$ cat config.mk
export PLATFORM = sky130hd
export DESIGN_NAME = tck_periodic_counter
export DESIGN_NICKNAME = d
export VERILOG_FILES = /design/src/verilog/tck_pkg.sv /design/src/verilog/tck_edge_sync.sv /design/src/verilog/tck_prescaler.sv /design/src/verilog/tck_periodic_counter.sv
export VERILOG_INCLUDE_DIRS = /design/src /design/src/verilog
export SDC_FILE = /design/constraint.sdc
export NUM_CORES = 1
export LEC_CHECK = 0
export ABC_AREA = 1
export BUFFER_PORTS_ARGS = -buffer_cell sky130_fd_sc_hd__buf_4
export CAP_MARGIN = 20
export CORE_ASPECT_RATIO = 1.25
export CORE_MARGIN = 2
export CORE_UTILIZATION = 45
export CTS_CLUSTER_DIAMETER = 80
export DETAILED_ROUTE_END_ITERATION = 10
export PLACE_DENSITY = 0.65
export SYNTH_ARGS = -nofsm -noshare
export SYNTH_HDL_FRONTEND = slang
export SYNTH_HIERARCHICAL = 1
export SYNTH_SLANG_ARGS = --single-unit
$ cat constraint.sdc
create_clock -name clk -period 2.5 [get_ports clk]
set_clock_uncertainty 0.2 [all_clocks]
set_input_delay 0.5 -clock clk [delete_from_list [all_inputs] [get_ports clk]]
set_output_delay 0.5 -clock clk [all_outputs]
set_load 0.02 [all_outputs]
$ cat src/verilog/tck_defines.svh
// offsets, field positions, reset values and divide counts of the tick counter
`ifndef TCK_DEFINES_SVH
`define TCK_DEFINES_SVH

`define TCK_ADDR_W 8
`define TCK_SC_OFS 8'h00
`define TCK_LIMIT_OFS 8'h04
`define TCK_COUNT_OFS 8'h08

`define TCK_SRC_HI 15
`define TCK_SRC_LO 14
`define TCK_PS_HI 10
`define TCK_PS_LO 8
`define TCK_FLAG_BIT 7
`define TCK_IE_BIT 6
`define TCK_TOE_BIT 4

`define TCK_LIMIT_RST 16'h0000
`define TCK_COUNT_RST 16'h0000
`define TCK_PS_OFF 3'h0

`define TCK_DIV_W 11
`define TCK_BIN_BASE 11'h001
`define TCK_ALT_BASE 11'h080
`define TCK_DIV_100 11'h064
`define TCK_DIV_1000 11'h3e8

`endif

$ cat src/verilog/tck_pkg.sv
// types shared by the tick counter files
package tck_pkg;

   typedef enum logic [1:0] {
      TCK_SRC_XTAL = 2'h0,
      TCK_SRC_LOWPWR = 2'h1,
      TCK_SRC_IREF = 2'h2,
      TCK_SRC_BUS = 2'h3
   } tck_src_e;

   typedef logic [2:0] tck_ps_t;
   typedef logic [15:0] tck_count_t;

endpackage

$ cat src/verilog/tck_edge_sync.sv
// two-flop synchronisers with rising edge pulses for the source clock pins
`timescale 1ns/1ps
module tck_edge_sync (
   input wire logic clk,
   input wire logic rst_b,
   input wire logic [2:0] pinIn,
   output logic [2:0] risePulse
);

   logic [2:0] meta_r;
   logic [2:0] sync_r;
   logic [2:0] last_r;

   genvar i;
   generate
      for (i = 0; i < 3; i = i + 1) begin : g_sync
         always_ff @(posedge clk or negedge rst_b) begin
            if (!rst_b) begin
               meta_r[i] <= 1'b0;
               sync_r[i] <= 1'b0;
               last_r[i] <= 1'b0;
            end else begin
               meta_r[i] <= pinIn[i];
               sync_r[i] <= meta_r[i];
               last_r[i] <= sync_r[i];
            end
         end
         assign risePulse[i] = sync_r[i] & ~last_r[i];
      end
   endgenerate

endmodule

$ cat src/verilog/tck_prescaler.sv
// prescaler: divides source ticks by the selected binary or decimal value
`timescale 1ns/1ps
`include "tck_defines.svh"
module tck_prescaler (
   input wire logic clk,
   input wire logic rst_b,
   input wire logic srcTick,
   input wire logic clear,
   input wire logic altDiv,
   input wire tck_pkg::tck_ps_t psSel,
   output logic stepOut
);
   import tck_pkg::*;

   logic [`TCK_DIV_W-1:0] preCnt_r;
   logic [`TCK_DIV_W-1:0] termCnt;
   logic stepOut_r;

   // terminal count is divide value minus one
   always_comb begin
      termCnt = '0;
      if (!altDiv) begin
         if (psSel != `TCK_PS_OFF)
            termCnt = (`TCK_BIN_BASE << (psSel - 3'h1)) - `TCK_BIN_BASE;
      end else begin
         unique case (psSel)
            3'h6: termCnt = `TCK_DIV_100 - `TCK_BIN_BASE;
            3'h7: termCnt = `TCK_DIV_1000 - `TCK_BIN_BASE;
            3'h0: termCnt = '0;
            default: termCnt = (`TCK_ALT_BASE << (psSel - 3'h1)) - `TCK_BIN_BASE;
         endcase
      end
   end

   always_ff @(posedge clk or negedge rst_b) begin
      if (!rst_b) begin
         preCnt_r <= '0;
         stepOut_r <= 1'b0;
      end else if (clear || psSel == `TCK_PS_OFF) begin
         preCnt_r <= '0;
         stepOut_r <= 1'b0;
      end else if (srcTick) begin
         if (preCnt_r == termCnt) begin
            preCnt_r <= '0;
            stepOut_r <= 1'b1;
         end else begin
            preCnt_r <= preCnt_r + 1'b1;
            stepOut_r <= 1'b0;
         end
      end else begin
         stepOut_r <= 1'b0;
      end
   end

   assign stepOut = stepOut_r;

endmodule

$ cat src/verilog/tck_periodic_counter.sv
// periodic tick counter with apb registers, prescaler and toggle pin
//
// Function
// - on a match with the limit, next step returns count to zero, sets flag
// - a zero limit sets the flag on every prescaler output step
// - reset: counter zero and stopped, limit zero, prescaler off, crystal
// - count register is read only; writes ignored; both bytes read at one instant
// - changed source or prescale code clears prescaler and counter
// - prescale code zero stops everything; nonzero starts the prescaler
// - source codes: crystal, low power, internal reference, bus clock
// - crystal and reference divide by 1, 2, 4 ... 64
// - low power and bus divide by 128 ... 2048, then 100 and 1000
// - counter steps once per prescaler period, wraps and keeps running
// - flag sets on the step from limit to zero
// - new limit reaches comparator at wrap or nonzero prescale write
// - interrupt request follows flag while interrupt enable is set
// - writing one clears flag and request; zero leaves it
// - with toggle enable set, pin inverts at each wrap
// - upper halves of limit and count registers read zero
// - prescale select at status bits 10 to 8, read write, reset 000
// - tick flag at status bit 7, reset zero
// - interrupt enable at status bit 6, read write, reset zero
// - toggle enable at status bit 4, read write
//
// Our own choice: the APB register port.
`timescale 1ns/1ps
`include "tck_defines.svh"
module tck_periodic_counter (
   input wire logic clk,
   input wire logic rst_b,
   input wire logic psel,
   input wire logic penable,
   input wire logic pwrite,
   input wire logic [`TCK_ADDR_W-1:0] paddr,
   input wire logic [31:0] pwdata,
   output logic [31:0] prdata,
   output logic pready,
   output logic pslverr,
   input wire logic xtalClkPin,
   input wire logic lowPwrClkPin,
   input wire logic irefClkPin,
   output logic tickIrq,
   output logic toggleOut
);
   import tck_pkg::*;

   ////////////////////////////////////////////////////////////
   // register state

   tck_src_e srcSel_r;
   tck_ps_t psSel_r;
   logic flag_r;
   logic irqEn_r;
   logic toggleEn_r;
   tck_count_t limitReg_r;
   tck_count_t limitAct_r;
   tck_count_t count_r;
   logic toggle_r;
   logic irq_r;
   logic [31:0] prdata_r;
   logic pready_r;
   logic pslverr_r;

   ////////////////////////////////////////////////////////////
   // apb decode

   logic apbAccess;
   logic apbWrite;
   logic apbReadFirst;
   logic addrHit;
   logic scWr;
   logic limitWr;
   tck_src_e newSrc;
   tck_ps_t newPs;
   logic cfgChange;

   // access is taken on the second access-phase cycle, when pready is high
   assign apbAccess = psel & penable & pready_r;
   assign apbWrite = apbAccess & pwrite;
   assign apbReadFirst = psel & penable & ~pready_r & ~pwrite;

   assign addrHit = (paddr == `TCK_SC_OFS) ||
                    (paddr == `TCK_LIMIT_OFS) ||
                    (paddr == `TCK_COUNT_OFS);

   assign scWr = apbWrite && (paddr == `TCK_SC_OFS);
   assign limitWr = apbWrite && (paddr == `TCK_LIMIT_OFS);

   assign newSrc = tck_src_e'(pwdata[`TCK_SRC_HI:`TCK_SRC_LO]);
   assign newPs = pwdata[`TCK_PS_HI:`TCK_PS_LO];

   // a different source or prescale code restarts the time base
   assign cfgChange = scWr && ((newSrc != srcSel_r) ||
                               (newPs != psSel_r));

   ////////////////////////////////////////////////////////////
   // source clock selection

   logic [2:0] pinRise;
   logic srcTick;
   logic altDiv;
   logic step;
   logic wrap;

   // pin clocks pass two flops before the edge detector
   tck_edge_sync u_sync (
      .clk(clk),
      .rst_b(rst_b),
      .pinIn({irefClkPin, lowPwrClkPin, xtalClkPin}),
      .risePulse(pinRise)
   );

   always_comb begin
      srcTick = 1'b0;
      unique case (srcSel_r)
         TCK_SRC_XTAL: srcTick = pinRise[0];
         TCK_SRC_LOWPWR: srcTick = pinRise[1];
         TCK_SRC_IREF: srcTick = pinRise[2];
         TCK_SRC_BUS: srcTick = 1'b1;
      endcase
   end

   // low power and bus sources use the long divider set
   assign altDiv = srcSel_r[0];

   tck_prescaler u_pre (
      .clk(clk),
      .rst_b(rst_b),
      .srcTick(srcTick),
      .clear(cfgChange),
      .altDiv(altDiv),
      .psSel(psSel_r),
      .stepOut(step)
   );

   // a step at the limit value returns to zero
   assign wrap = step && !cfgChange && (psSel_r != `TCK_PS_OFF) &&
                 (count_r == limitAct_r);

   ////////////////////////////////////////////////////////////
   // status and control fields

   always_ff @(posedge clk or negedge rst_b) begin
      if (!rst_b) begin
         srcSel_r <= TCK_SRC_XTAL;
         psSel_r <= `TCK_PS_OFF;
      end else if (scWr) begin
         srcSel_r <= newSrc;
         psSel_r <= newPs;
      end
   end

   always_ff @(posedge clk or negedge rst_b) begin
      if (!rst_b) begin
         irqEn_r <= 1'b0;
         toggleEn_r <= 1'b0;
      end else if (scWr) begin
         irqEn_r <= pwdata[`TCK_IE_BIT];
         toggleEn_r <= pwdata[`TCK_TOE_BIT];
      end
   end

   // a wrap in the clearing cycle wins
   always_ff @(posedge clk or negedge rst_b) begin
      if (!rst_b) begin
         flag_r <= 1'b0;
      end else if (wrap) begin
         flag_r <= 1'b1;
      end else if (scWr && pwdata[`TCK_FLAG_BIT]) begin
         flag_r <= 1'b0;
      end
   end

   ////////////////////////////////////////////////////////////
   // compare limit

   always_ff @(posedge clk or negedge rst_b) begin
      if (!rst_b) begin
         limitReg_r <= `TCK_LIMIT_RST;
      end else if (limitWr) begin
         limitReg_r <= pwdata[15:0];
      end
   end

   // comparator copy only moves at a wrap or a nonzero prescale write
   always_ff @(posedge clk or negedge rst_b) begin
      if (!rst_b) begin
         limitAct_r <= `TCK_LIMIT_RST;
      end else if (wrap || (scWr && newPs != `TCK_PS_OFF)) begin
         limitAct_r <= limitReg_r;
      end
   end

   ////////////////////////////////////////////////////////////
   // counter

   always_ff @(posedge clk or negedge rst_b) begin
      if (!rst_b) begin
         count_r <= `TCK_COUNT_RST;
      end else if (cfgChange || psSel_r == `TCK_PS_OFF) begin
         count_r <= `TCK_COUNT_RST;
      end else if (wrap) begin
         count_r <= `TCK_COUNT_RST;
      end else if (step) begin
         count_r <= count_r + 16'h0001;
      end
   end

   ////////////////////////////////////////////////////////////
   // toggle pin and interrupt request

   always_ff @(posedge clk or negedge rst_b) begin
      if (!rst_b) begin
         toggle_r <= 1'b0;
      end else if (wrap && toggleEn_r) begin
         toggle_r <= ~toggle_r;
      end
   end

   always_ff @(posedge clk or negedge rst_b) begin
      if (!rst_b) begin
         irq_r <= 1'b0;
      end else begin
         irq_r <= flag_r & irqEn_r;
      end
   end

   ////////////////////////////////////////////////////////////
   // apb answer

   // one wait state: pready rises on the second access cycle
   always_ff @(posedge clk or negedge rst_b) begin
      if (!rst_b) begin
         pready_r <= 1'b0;
      end else begin
         pready_r <= psel & penable & ~pready_r;
      end
   end

   always_ff @(posedge clk or negedge rst_b) begin
      if (!rst_b) begin
         pslverr_r <= 1'b0;
      end else begin
         pslverr_r <= psel & penable & ~pready_r & ~addrHit;
      end
   end

   // word read returns both bytes of one instant
   always_ff @(posedge clk or negedge rst_b) begin
      if (!rst_b) begin
         prdata_r <= 32'h0000_0000;
      end else if (apbReadFirst) begin
         prdata_r <= 32'h0000_0000;
         unique case (paddr)
            `TCK_SC_OFS: begin
               prdata_r[`TCK_SRC_HI:`TCK_SRC_LO] <= srcSel_r;
               prdata_r[`TCK_PS_HI:`TCK_PS_LO] <= psSel_r;
               prdata_r[`TCK_FLAG_BIT] <= flag_r;
               prdata_r[`TCK_IE_BIT] <= irqEn_r;
               prdata_r[`TCK_TOE_BIT] <= toggleEn_r;
            end
            `TCK_LIMIT_OFS: begin
               prdata_r[15:0] <= limitReg_r;
            end
            `TCK_COUNT_OFS: begin
               prdata_r[15:0] <= count_r;
            end
            default: begin
               prdata_r <= 32'h0000_0000;
            end
         endcase
      end else if (!psel) begin
         prdata_r <= 32'h0000_0000;
      end
   end

   assign prdata = prdata_r;
   assign pready = pready_r;
   assign pslverr = pslverr_r;
   assign tickIrq = irq_r;
   assign toggleOut = toggle_r;

endmodule

# Yosys cells after proc, flatten, opt, wreduce, memory -nomap -nowiden
# Index checks and enable logic that the tools add are counted.
[totals]
register_bits = 113
inputBits = 48
output_inout_bits = 36
elab_cells = 106
[classes]
add_sub_neg = 5
eq_ne = 12
shifts = 2
n_mux = 23
n_bitwise = 17
reduce_logical = 23
[op_table]
columns = ["operator", "count"]
rows = [
  ["2-to-1 mux 32 bit", 2],
  ["2-to-1 mux 11 bit", 5],
  ["2-to-1 mux 16 bit", 3],
  ["one-hot mux 11 bit (3 select lines)", 1],
  ["subtractor 11 x 1 -> 11 bit (second input constant)", 2],
  ["adder 16 x 1 -> 16 bit (second input constant)", 1],
  ["== test 16 bit", 1],
  ["one-hot mux 5 bit (3 select lines)", 1],
  ["adder 11 x 1 -> 11 bit (second input constant)", 1],
  ["== test 11 bit", 1],
  ["left shift 1 x 3 -> 11 bit (first input constant)", 1],
  ["left shift 8 x 3 -> 11 bit (first input constant)", 1],
  ["AND 1 bit", 10],
  ["logical AND 1 bit", 9],
  ["nonzero test 3 bit", 3],
  ["== test 8 x 3 -> 1 bit (second input constant)", 1],
  ["== test 8 x 4 -> 1 bit (second input constant)", 1],
  ["zero test 8 bit", 1],
  ["one-hot mux 4 bit (2 select lines)", 1],
  ["NOT 1 bit", 7],
  ["== test 3 bit (second input constant)", 2],
  ["one-hot mux 2 bit (3 select lines)", 1],
  ["one-hot mux 3 bit (2 select lines)", 1],
  ["logical OR 1 bit", 5],
  ["14 further kinds", 20],
]

# Logic depth before layout (Yosys ltp)
[logic_depth]
ltp_word = 11
depth_mapped = 18
ltp_nobuf = 17

# Hierarchy
# The synthesis kept the hierarchy.
[modules_own_cells]
columns = ["mod", "instances", "cells_each", "area_each_um2", "seq_area_each_um2"]
rows = [
  ["tck_periodic_counter", 1, 513, 4181.5, 1901.8],
  ["tck_prescaler", 1, 198, 1129.8, 300.3],
  ["tck_edge_sync", 1, 15, 255.2, 225.2],
]

# Worst setup path after synthesis
# OpenSTA, ideal clock, no wires.
[synth_timing]
path_type = "flip-flop to flip-flop"
from = "reg psSel_r[0]"
to = "reg u_pre.preCnt_r[6]"
setup_time_ns = 0.117
arrival_time_ns = 1.900
required_ns = 2.183
slack_ns = 0.284
stages_incl_launch_ff = 18
path_buffers = 1
period_less_slack_ns = 2.216
path_cell_list = "dfrtp_1 > inv_2 > nor2_1 > nand2_1 > ha_1 > nand2_1 > nand2_1 > nand2_1 > nand2_1 > clkinv_1 > nand2_1 > nor2_1 > nand3_1 > nor2_1 > nand2_1 > buf_6 > nand2_1 > nand2_1"
[synth_between]
elab_chain_len = 9
elab_cells_between_ends = 21
cone_classes = "add/sub (3); eq/ne (4); shift (2); mux (6); reduce/logical (6)"
[synth_lines]
columns = ["element", "line", "text"]
rows = [
  ["start, declared", "tck_periodic_counter.sv:51", "tck_ps_t psSel_r;"],
  ["start signal, assigned", "tck_periodic_counter.sv:146", "psSel_r <= `TCK_PS_OFF;"],
  ["start signal, assigned", "tck_periodic_counter.sv:149", "psSel_r <= newPs;"],
  ["subtractor 3 x 1 -> 3 bit", "tck_prescaler.sv:24, tck_prescaler.sv:30", ""],
  ["left shift 8 x 3 -> 11 bit (no source line) / left shift 1 x 3 -> 11 bit (equally long branches)", "-", ""],
  ["subtractor 11 x 1 -> 11 bit (no source line)", "-", ""],
  ["one-hot mux 11 bit (3 select lines) / 2-to-1 mux 11 bit (equally long branches)", "tck_prescaler.sv:26, tck_prescaler.sv:23", ""],
  ["2-to-1 mux 11 bit", "tck_prescaler.sv:22", "if (!altDiv) begin"],
  ["== test 11 bit", "tck_prescaler.sv:43", "if (preCnt_r == termCnt) begin"],
  ["2-to-1 mux 11 bit", "tck_prescaler.sv:43", ""],
  ["2-to-1 mux 11 bit", "tck_prescaler.sv:42", "end else if (srcTick) begin"],
  ["2-to-1 mux 11 bit", "tck_prescaler.sv:39", "end else if (clear || psSel == `TCK_PS_OFF) begin"],
  ["end signal, assigned", "tck_prescaler.sv:47", "preCnt_r <= preCnt_r + 1'b1;"],
  ["end, declared", "tck_prescaler.sv:15", "logic [`TCK_DIV_W-1:0] preCnt_r;"],
]
# Several ways; a longest one is shown, not always the timed one. The select of a mux whose other input is x is not followed.
# A chain may end at the register's enable or synchronous reset.

# Worst setup path in the final report
[layout_timing]
from = "reg psSel_r[0]"
to = "reg u_pre.preCnt_r[3]"
[layout_between]
elab_cells_between_ends = 21
cone_classes = "add/sub (3); eq/ne (4); shift (2); mux (6); reduce/logical (6)"
[layout_lines]
columns = ["element", "line", "text"]
rows = [
  ["inequality test 3 bit (*)", "tck_periodic_counter.sv:94", "(newPs != psSel_r));"],
  ["logical OR 1 bit (*)", "tck_periodic_counter.sv:93", "assign cfgChange = scWr && ((newSrc != srcSel_r) ||"],
  ["logical AND 1 bit (*)", "tck_periodic_counter.sv:93", ""],
  ["named net cfgChange", "tck_periodic_counter.sv:75", "logic cfgChange;"],
  ["logical OR 1 bit (no source line) (*)", "-", ""],
  ["2-to-1 mux 11 bit / nonzero test 2 bit (equally long branches)", "-", ""],
]
# Mark *: on every way through the listed nets, which the timed path passes. The rest lies on a longest branch. The select of a mux whose other input is x is not followed.

==> impl_table.tex <==
\begin{tabular}{lr}
\hline
Metric & Value \\
\hline
\multicolumn{2}{l}{\textbf{Power}} \\
\quad Leakage Power & 3.28 nW \\
\quad Power Dens Cells & 603 nW/um2 \\
\quad Post-layout power & 3.91 mW \\
\quad Peak supply drop & 0.000453 V \\
\quad Portion of total power attributed to the clock network & 36.5\% \\
\quad Proportion of power drawn by flip-flops and latches & 45.3\% \\
\quad Total net switching power & 1.17 mW \\
\quad Internal power & 2.73 mW \\
\quad Combinational fraction of design power & 18.1\% \\
\quad Proportion of total power due to net switching & 30.1\% \\
\multicolumn{2}{l}{\textbf{Global route}} \\
\quad Leftover overflow at the end of global routing & 0 \\
\quad Pin count of the biggest net entering global routing & 34 \\
\quad Antenna violations before repair & 0 \\
\quad Wire length of the first global-routing pass & 22800 um \\
\quad Via count of the first global-routing pass & 4831 \\
\quad Overall global routing resource usage & 22.0\% \\
\multicolumn{2}{l}{\textbf{STA}} \\
\quad Count of final setup violators & 0 \\
\quad Share of the cycle needed by the critical path after routing & 90.9\% \\
\quad Slew Limit Fails & 0 \\
\quad RSZ-0062 raised after global routing & no \\
\quad Maximum achievable frequency & 0.440 GHz \\
\quad Worst max-slew margin expressed relative to the limit & 53.5\% \\
\quad Number of hold violations in the final report & 0 \\
\quad Shortest clock period the worst path allows after layout & 2.27 ns \\
\quad Worst-case setup margin in the final layout & 0.227 ns \\
\quad Actual transition at the worst max-transition pin & 0.693 ns \\
\multicolumn{2}{l}{\textbf{Route}} \\
\quad Total via count after detailed routing & 4782 \\
\quad Length of the first detailed-routing pass in iterations & 4 \\
\quad Sum of routed wire length over all layers & 13500 um \\
\quad DR vias/cell & 4.98 \\
\quad Wire length per cell & 14.1 um \\
\quad DRT antenna net count & 0 \\
\quad First-iteration detailed-routing DRC count & 245 \\
\quad Post-detailed-route DRC marker count & 0 \\
\multicolumn{2}{l}{\textbf{CTS}} \\
\quad Maximum root-to-sink buffer count & 2 \\
\quad Root buffer cell & clkbuf\_16 \\
\quad Number of sinks handled by clock tree synthesis & 97 \\
\quad Later-pin clock latency in the skew report & 0.35 ns \\
\quad Deepest level of the CTS H-tree & 3 \\
\quad CTS tree & yes \\
\quad Clock-pin slew reported for the worst setup and hold paths after clock tree synthesis & 0.07 ns \\
\quad Clock buffers created by TritonCTS & 9 \\
\multicolumn{2}{l}{\textbf{Floorplanning}} \\
\quad Width of the chip & 103 um \\
\quad Die height & 128 um \\
\quad Initial cell density of the core & 46.0\% \\
\quad Full die area & 13300 um2 \\
\quad Standard-cell row count & 45 \\
\quad Area inside the core boundary & 12100 um2 \\
\quad I/O pin count & 84 \\
\multicolumn{2}{l}{\textbf{Synthesis}} \\
\quad Synth Area in Compound Gates & 9.40\% \\
\quad Multiplexer fraction of the synthesized cell area & 1.21\% \\
\quad Portion of the post-synthesis area used by sequential elements & 43.6\% \\
\quad Netlist Area Pre-Place & 5570 um2 \\
\quad Count of warnings emitted by yosys & 6 \\
\quad Combinational family with the most area after synthesis & simple AND/OR/NAND/NOR gates \\
\quad Adder-Cell Fraction of Synth Area & 0.674\% \\
\quad Count of mapped cells out of synthesis & 726 \\
\quad Post-synthesis cell type count & 42 \\
\quad Number of synthesized register bits & 97 \\
\quad Mean instance size in the synthesized netlist & 7.67 um2 \\
\quad Area fraction in and, or, nand and nor cells after synthesis & 30.1\% \\
\quad Xor/xnor cell area share of the yosys netlist & 5.03\% \\
\multicolumn{2}{l}{\textbf{Setup path}} \\
\quad Endpoint required time on the critical path & 2.59 ns \\
\quad Origin of the critical flop-to-flop path & psSel\_r[0]\$\_DFFE\_PN0P\_ \\
\quad Path type of the worst setup path & reg2reg \\
\quad Register-to-register setup slack & 0.23 ns \\
\quad CP startpoint kind & flop \\
\quad CP Data Arrival Time & 2.36 ns \\
\quad Largest fanout of any net on the critical path & 6 \\
\quad Critical Path Start & psSel\_r[0]\$\_DFFE\_PN0P\_ \\
\quad Endpoint class of the critical path & flop \\
\multicolumn{2}{l}{\textbf{Layout}} \\
\quad N\_diodes & 0 \\
\quad Share of post-route cells with drive strength above 1 & 17.6\% \\
\quad Number of inserted filler cells in the final layout & 1147 \\
\quad Area Overhead vs Synth & 16.5\% \\
\quad NumNets Final & 842 \\
\multicolumn{2}{l}{\textbf{Placed design}} \\
\quad \# port buffers & 51 \\
\quad Post-Place Setup Slack & -0.0411 ns \\
\quad Detailed placement HPWL & 10100 um \\
\quad Placer congestion estimate & 0.911 \\
\multicolumn{2}{l}{\textbf{Run}} \\
\quad Max-Cap Viols & 0 \\
\multicolumn{2}{l}{\textbf{Outcome}} \\
\quad Status & complete, no violations \\
\multicolumn{2}{l}{\textbf{Min path}} \\
\quad Worst min path class & in2reg \\
\quad Worst hold path startpoint & xtalClkPin \\
\hline
\end{tabular}
stage by stage:
step | hold WS [ns] | util, % | TNS, ns | std cells | area (um2)
global placement | 0.137 | 50.6 | -1.16 | 939 | 6120
detailed placement | 0.140 | 50.7 | -0.288 | 940 | 6130
floorplan | 0.00441 | - | 0 | 741 | 5620
finish | 0.0543 | 53.6 | 0 | 960 | 6480
CTS | 0.0485 | 53.3 | 0 | 957 | 6450
global route | 0.0466 | 53.6 | 0 | 960 | 6480
cell type report:
| class | instances | area (um2) | share of cell area, % |
|---|---|---|---|
| multi-input cells | 526 | 2650 | 40.9 |
| well taps | 164 | 205 | 3.16 |
| flip-flops and latches | 97 | 2430 | 37.5 |
| clock inverters | 6 | 65.1 | 1.00 |
| inverters | 84 | 318 | 4.90 |
| clock buffers | 10 | 239 | 3.69 |
| repair buffers | 73 | 576 | 8.88 |
metal layers:
metal	routed length, um	GRT usage, %	vias up	part of all wire (%)
met5	0	0	-	0
met4	326	8.59	0	2.4
met3	475	3.15	26	3.5
met2	6990	38.1	94	52
met1	5720	27.4	2266	42
li1	-	-	2396	-
worst max-delay path, stage by stage, from the launching register on:
cell	delay, ns
dfrtp_2	0.43
buf_4	0.15
nand2_1	0.05
nand2_1	0.04
nor2_1	0.12
nand3_2	0.12
nand2_2	0.08
inv_1	0.05
nor3_1	0.58
buf_4	0.27
nand2_1	0.05
nand2_1	0.06
Yosys cell counts:
cell | count | share of area, %
a21oi_1 | 19 | 1.7
a21oi_4 | 1 | 0.29
a22o_1 | 8 | 1.3
a31oi_1 | 1 | 0.11
and2_4 | 1 | 0.16
buf_2 | 9 | 0.81
buf_4 | 16 | 2.2
buf_6 | 5 | 1.0
clkbuf_1 | 2 | 0.13
clkbuf_2 | 2 | 0.18
clkinv_1 | 1 | 0.067
conb_1 | 1 | 0.067
dfrtp_1 | 97 | 44
ha_1 | 3 | 0.67
inv_1 | 71 | 4.8
inv_2 | 12 | 0.81
mux2_2 | 6 | 1.2
nand2_1 | 226 | 15
nand2_2 | 7 | 0.79
nand3_1 | 50 | 4.5
nand3_2 | 4 | 0.72
nand3_4 | 2 | 0.63
nand3b_1 | 2 | 0.27
nand4_1 | 3 | 0.34
nand4_2 | 1 | 0.22
nor2_1 | 57 | 3.8
nor2_2 | 5 | 0.56
nor2_4 | 3 | 0.61
nor3_1 | 8 | 0.72
nor3_2 | 1 | 0.18
nor3_4 | 2 | 0.58
nor3b_1 | 1 | 0.13
nor4_1 | 3 | 0.34
o21ai_0 | 46 | 4.1
o21ai_1 | 8 | 0.72
o21ai_2 | 1 | 0.16
o21bai_4 | 1 | 0.34
o22ai_1 | 6 | 0.67
or2_1 | 1 | 0.11
or2_2 | 1 | 0.11
xnor2_1 | 14 | 2.2
xor2_1 | 18 | 2.8
cell usage in the layout (no fill, tap or decap), types with 2 or more instances in the layout:
master     instances
inv_1             71
buf_4             70
nand3_2            4
dfrtp_2            2
nor3_1             8
o21ai_0           46
xnor2_1           14
nor2_2             6
a22o_1             8
dfrtp_1           95
clkinv_2           2
o21ai_1            8
ha_1               3
mux2_2             6
buf_12             2
nand2_2            7
o22ai_1            6
nand3_4            2
a21oi_1           19
nor3_4             2
nand3_1           50
nand3b_1           2
nor4_1             3
conb_1            16
nor2_4             3
inv_2             11
nor2_1            56
clkbuf_16          9
nand4_1            3
xor2_1            18
nand2_1          225
worst paths after layout:
check | end | cells past startpoint
max | u_pre/preCnt_r[3]$_DFFE_PN0P_ | 11
min | u_sync/meta_r[0]$_DFF_PN0_ | 1
max reg2reg | u_pre/preCnt_r[3]$_DFFE_PN0P_ | 11
min reg2reg | u_sync/sync_r[0]$_DFF_PN0_ | 0
max in group asynchronous | psSel_r[0]$_DFFE_PN0P_ | 3
min in group asynchronous | limitReg_r[12]$_DFFE_PN0P_ | 2
what timing repair did:
| item | in CTS | in global routing |
|---|---|---|
| gates resized for setup | 1 | 5 |
| hold endpoints to repair | 31 | 0 |
| pin swaps | 0 | 1 |
| hold buffers | 1 | 0 |
| endpoints found under the setup margin | 11 | 12 |
| buffers inserted | 0 | 3 |
power groups by stage:
stage,sequential (mW),clock [mW],combinational [mW]
2_1_floorplan,1.79,0,0.500
3_3_place_gp,1.79,0,0.676
3_5_place_dp,1.80,0,0.696
4_1_cts,1.77,1.45,0.708
5_1_grt,1.78,1.50,0.805
6_report,1.77,1.43,0.708
flip-flops by register name, summed over array words and instances, names as in the netlist, 2 cells and up:
| name | cells |
|---|---|
| u_sync/meta_r | 3 |
| limitAct_r | 16 |
| u_sync/last_r | 3 |
| srcSel_r | 2 |
| u_pre/preCnt_r | 11 |
| psSel_r | 3 |
| count_r | 16 |
| prdata | 16 |
| u_sync/sync_r | 3 |
| limitReg_r | 16 |
cell families (layout without fill, tap and decap cells):
kind of cell	Yosys count	in the layout
adders and majority gates	3	3
and+or+nand+nor	378	378
other	1	16
DFF	97	97
buffers and inverters	118	173
xor gates and xnor gates	32	32
AOI/OAI and AO/OA	91	91
muxes	6	6
Power figures use the tool's default switching activity.
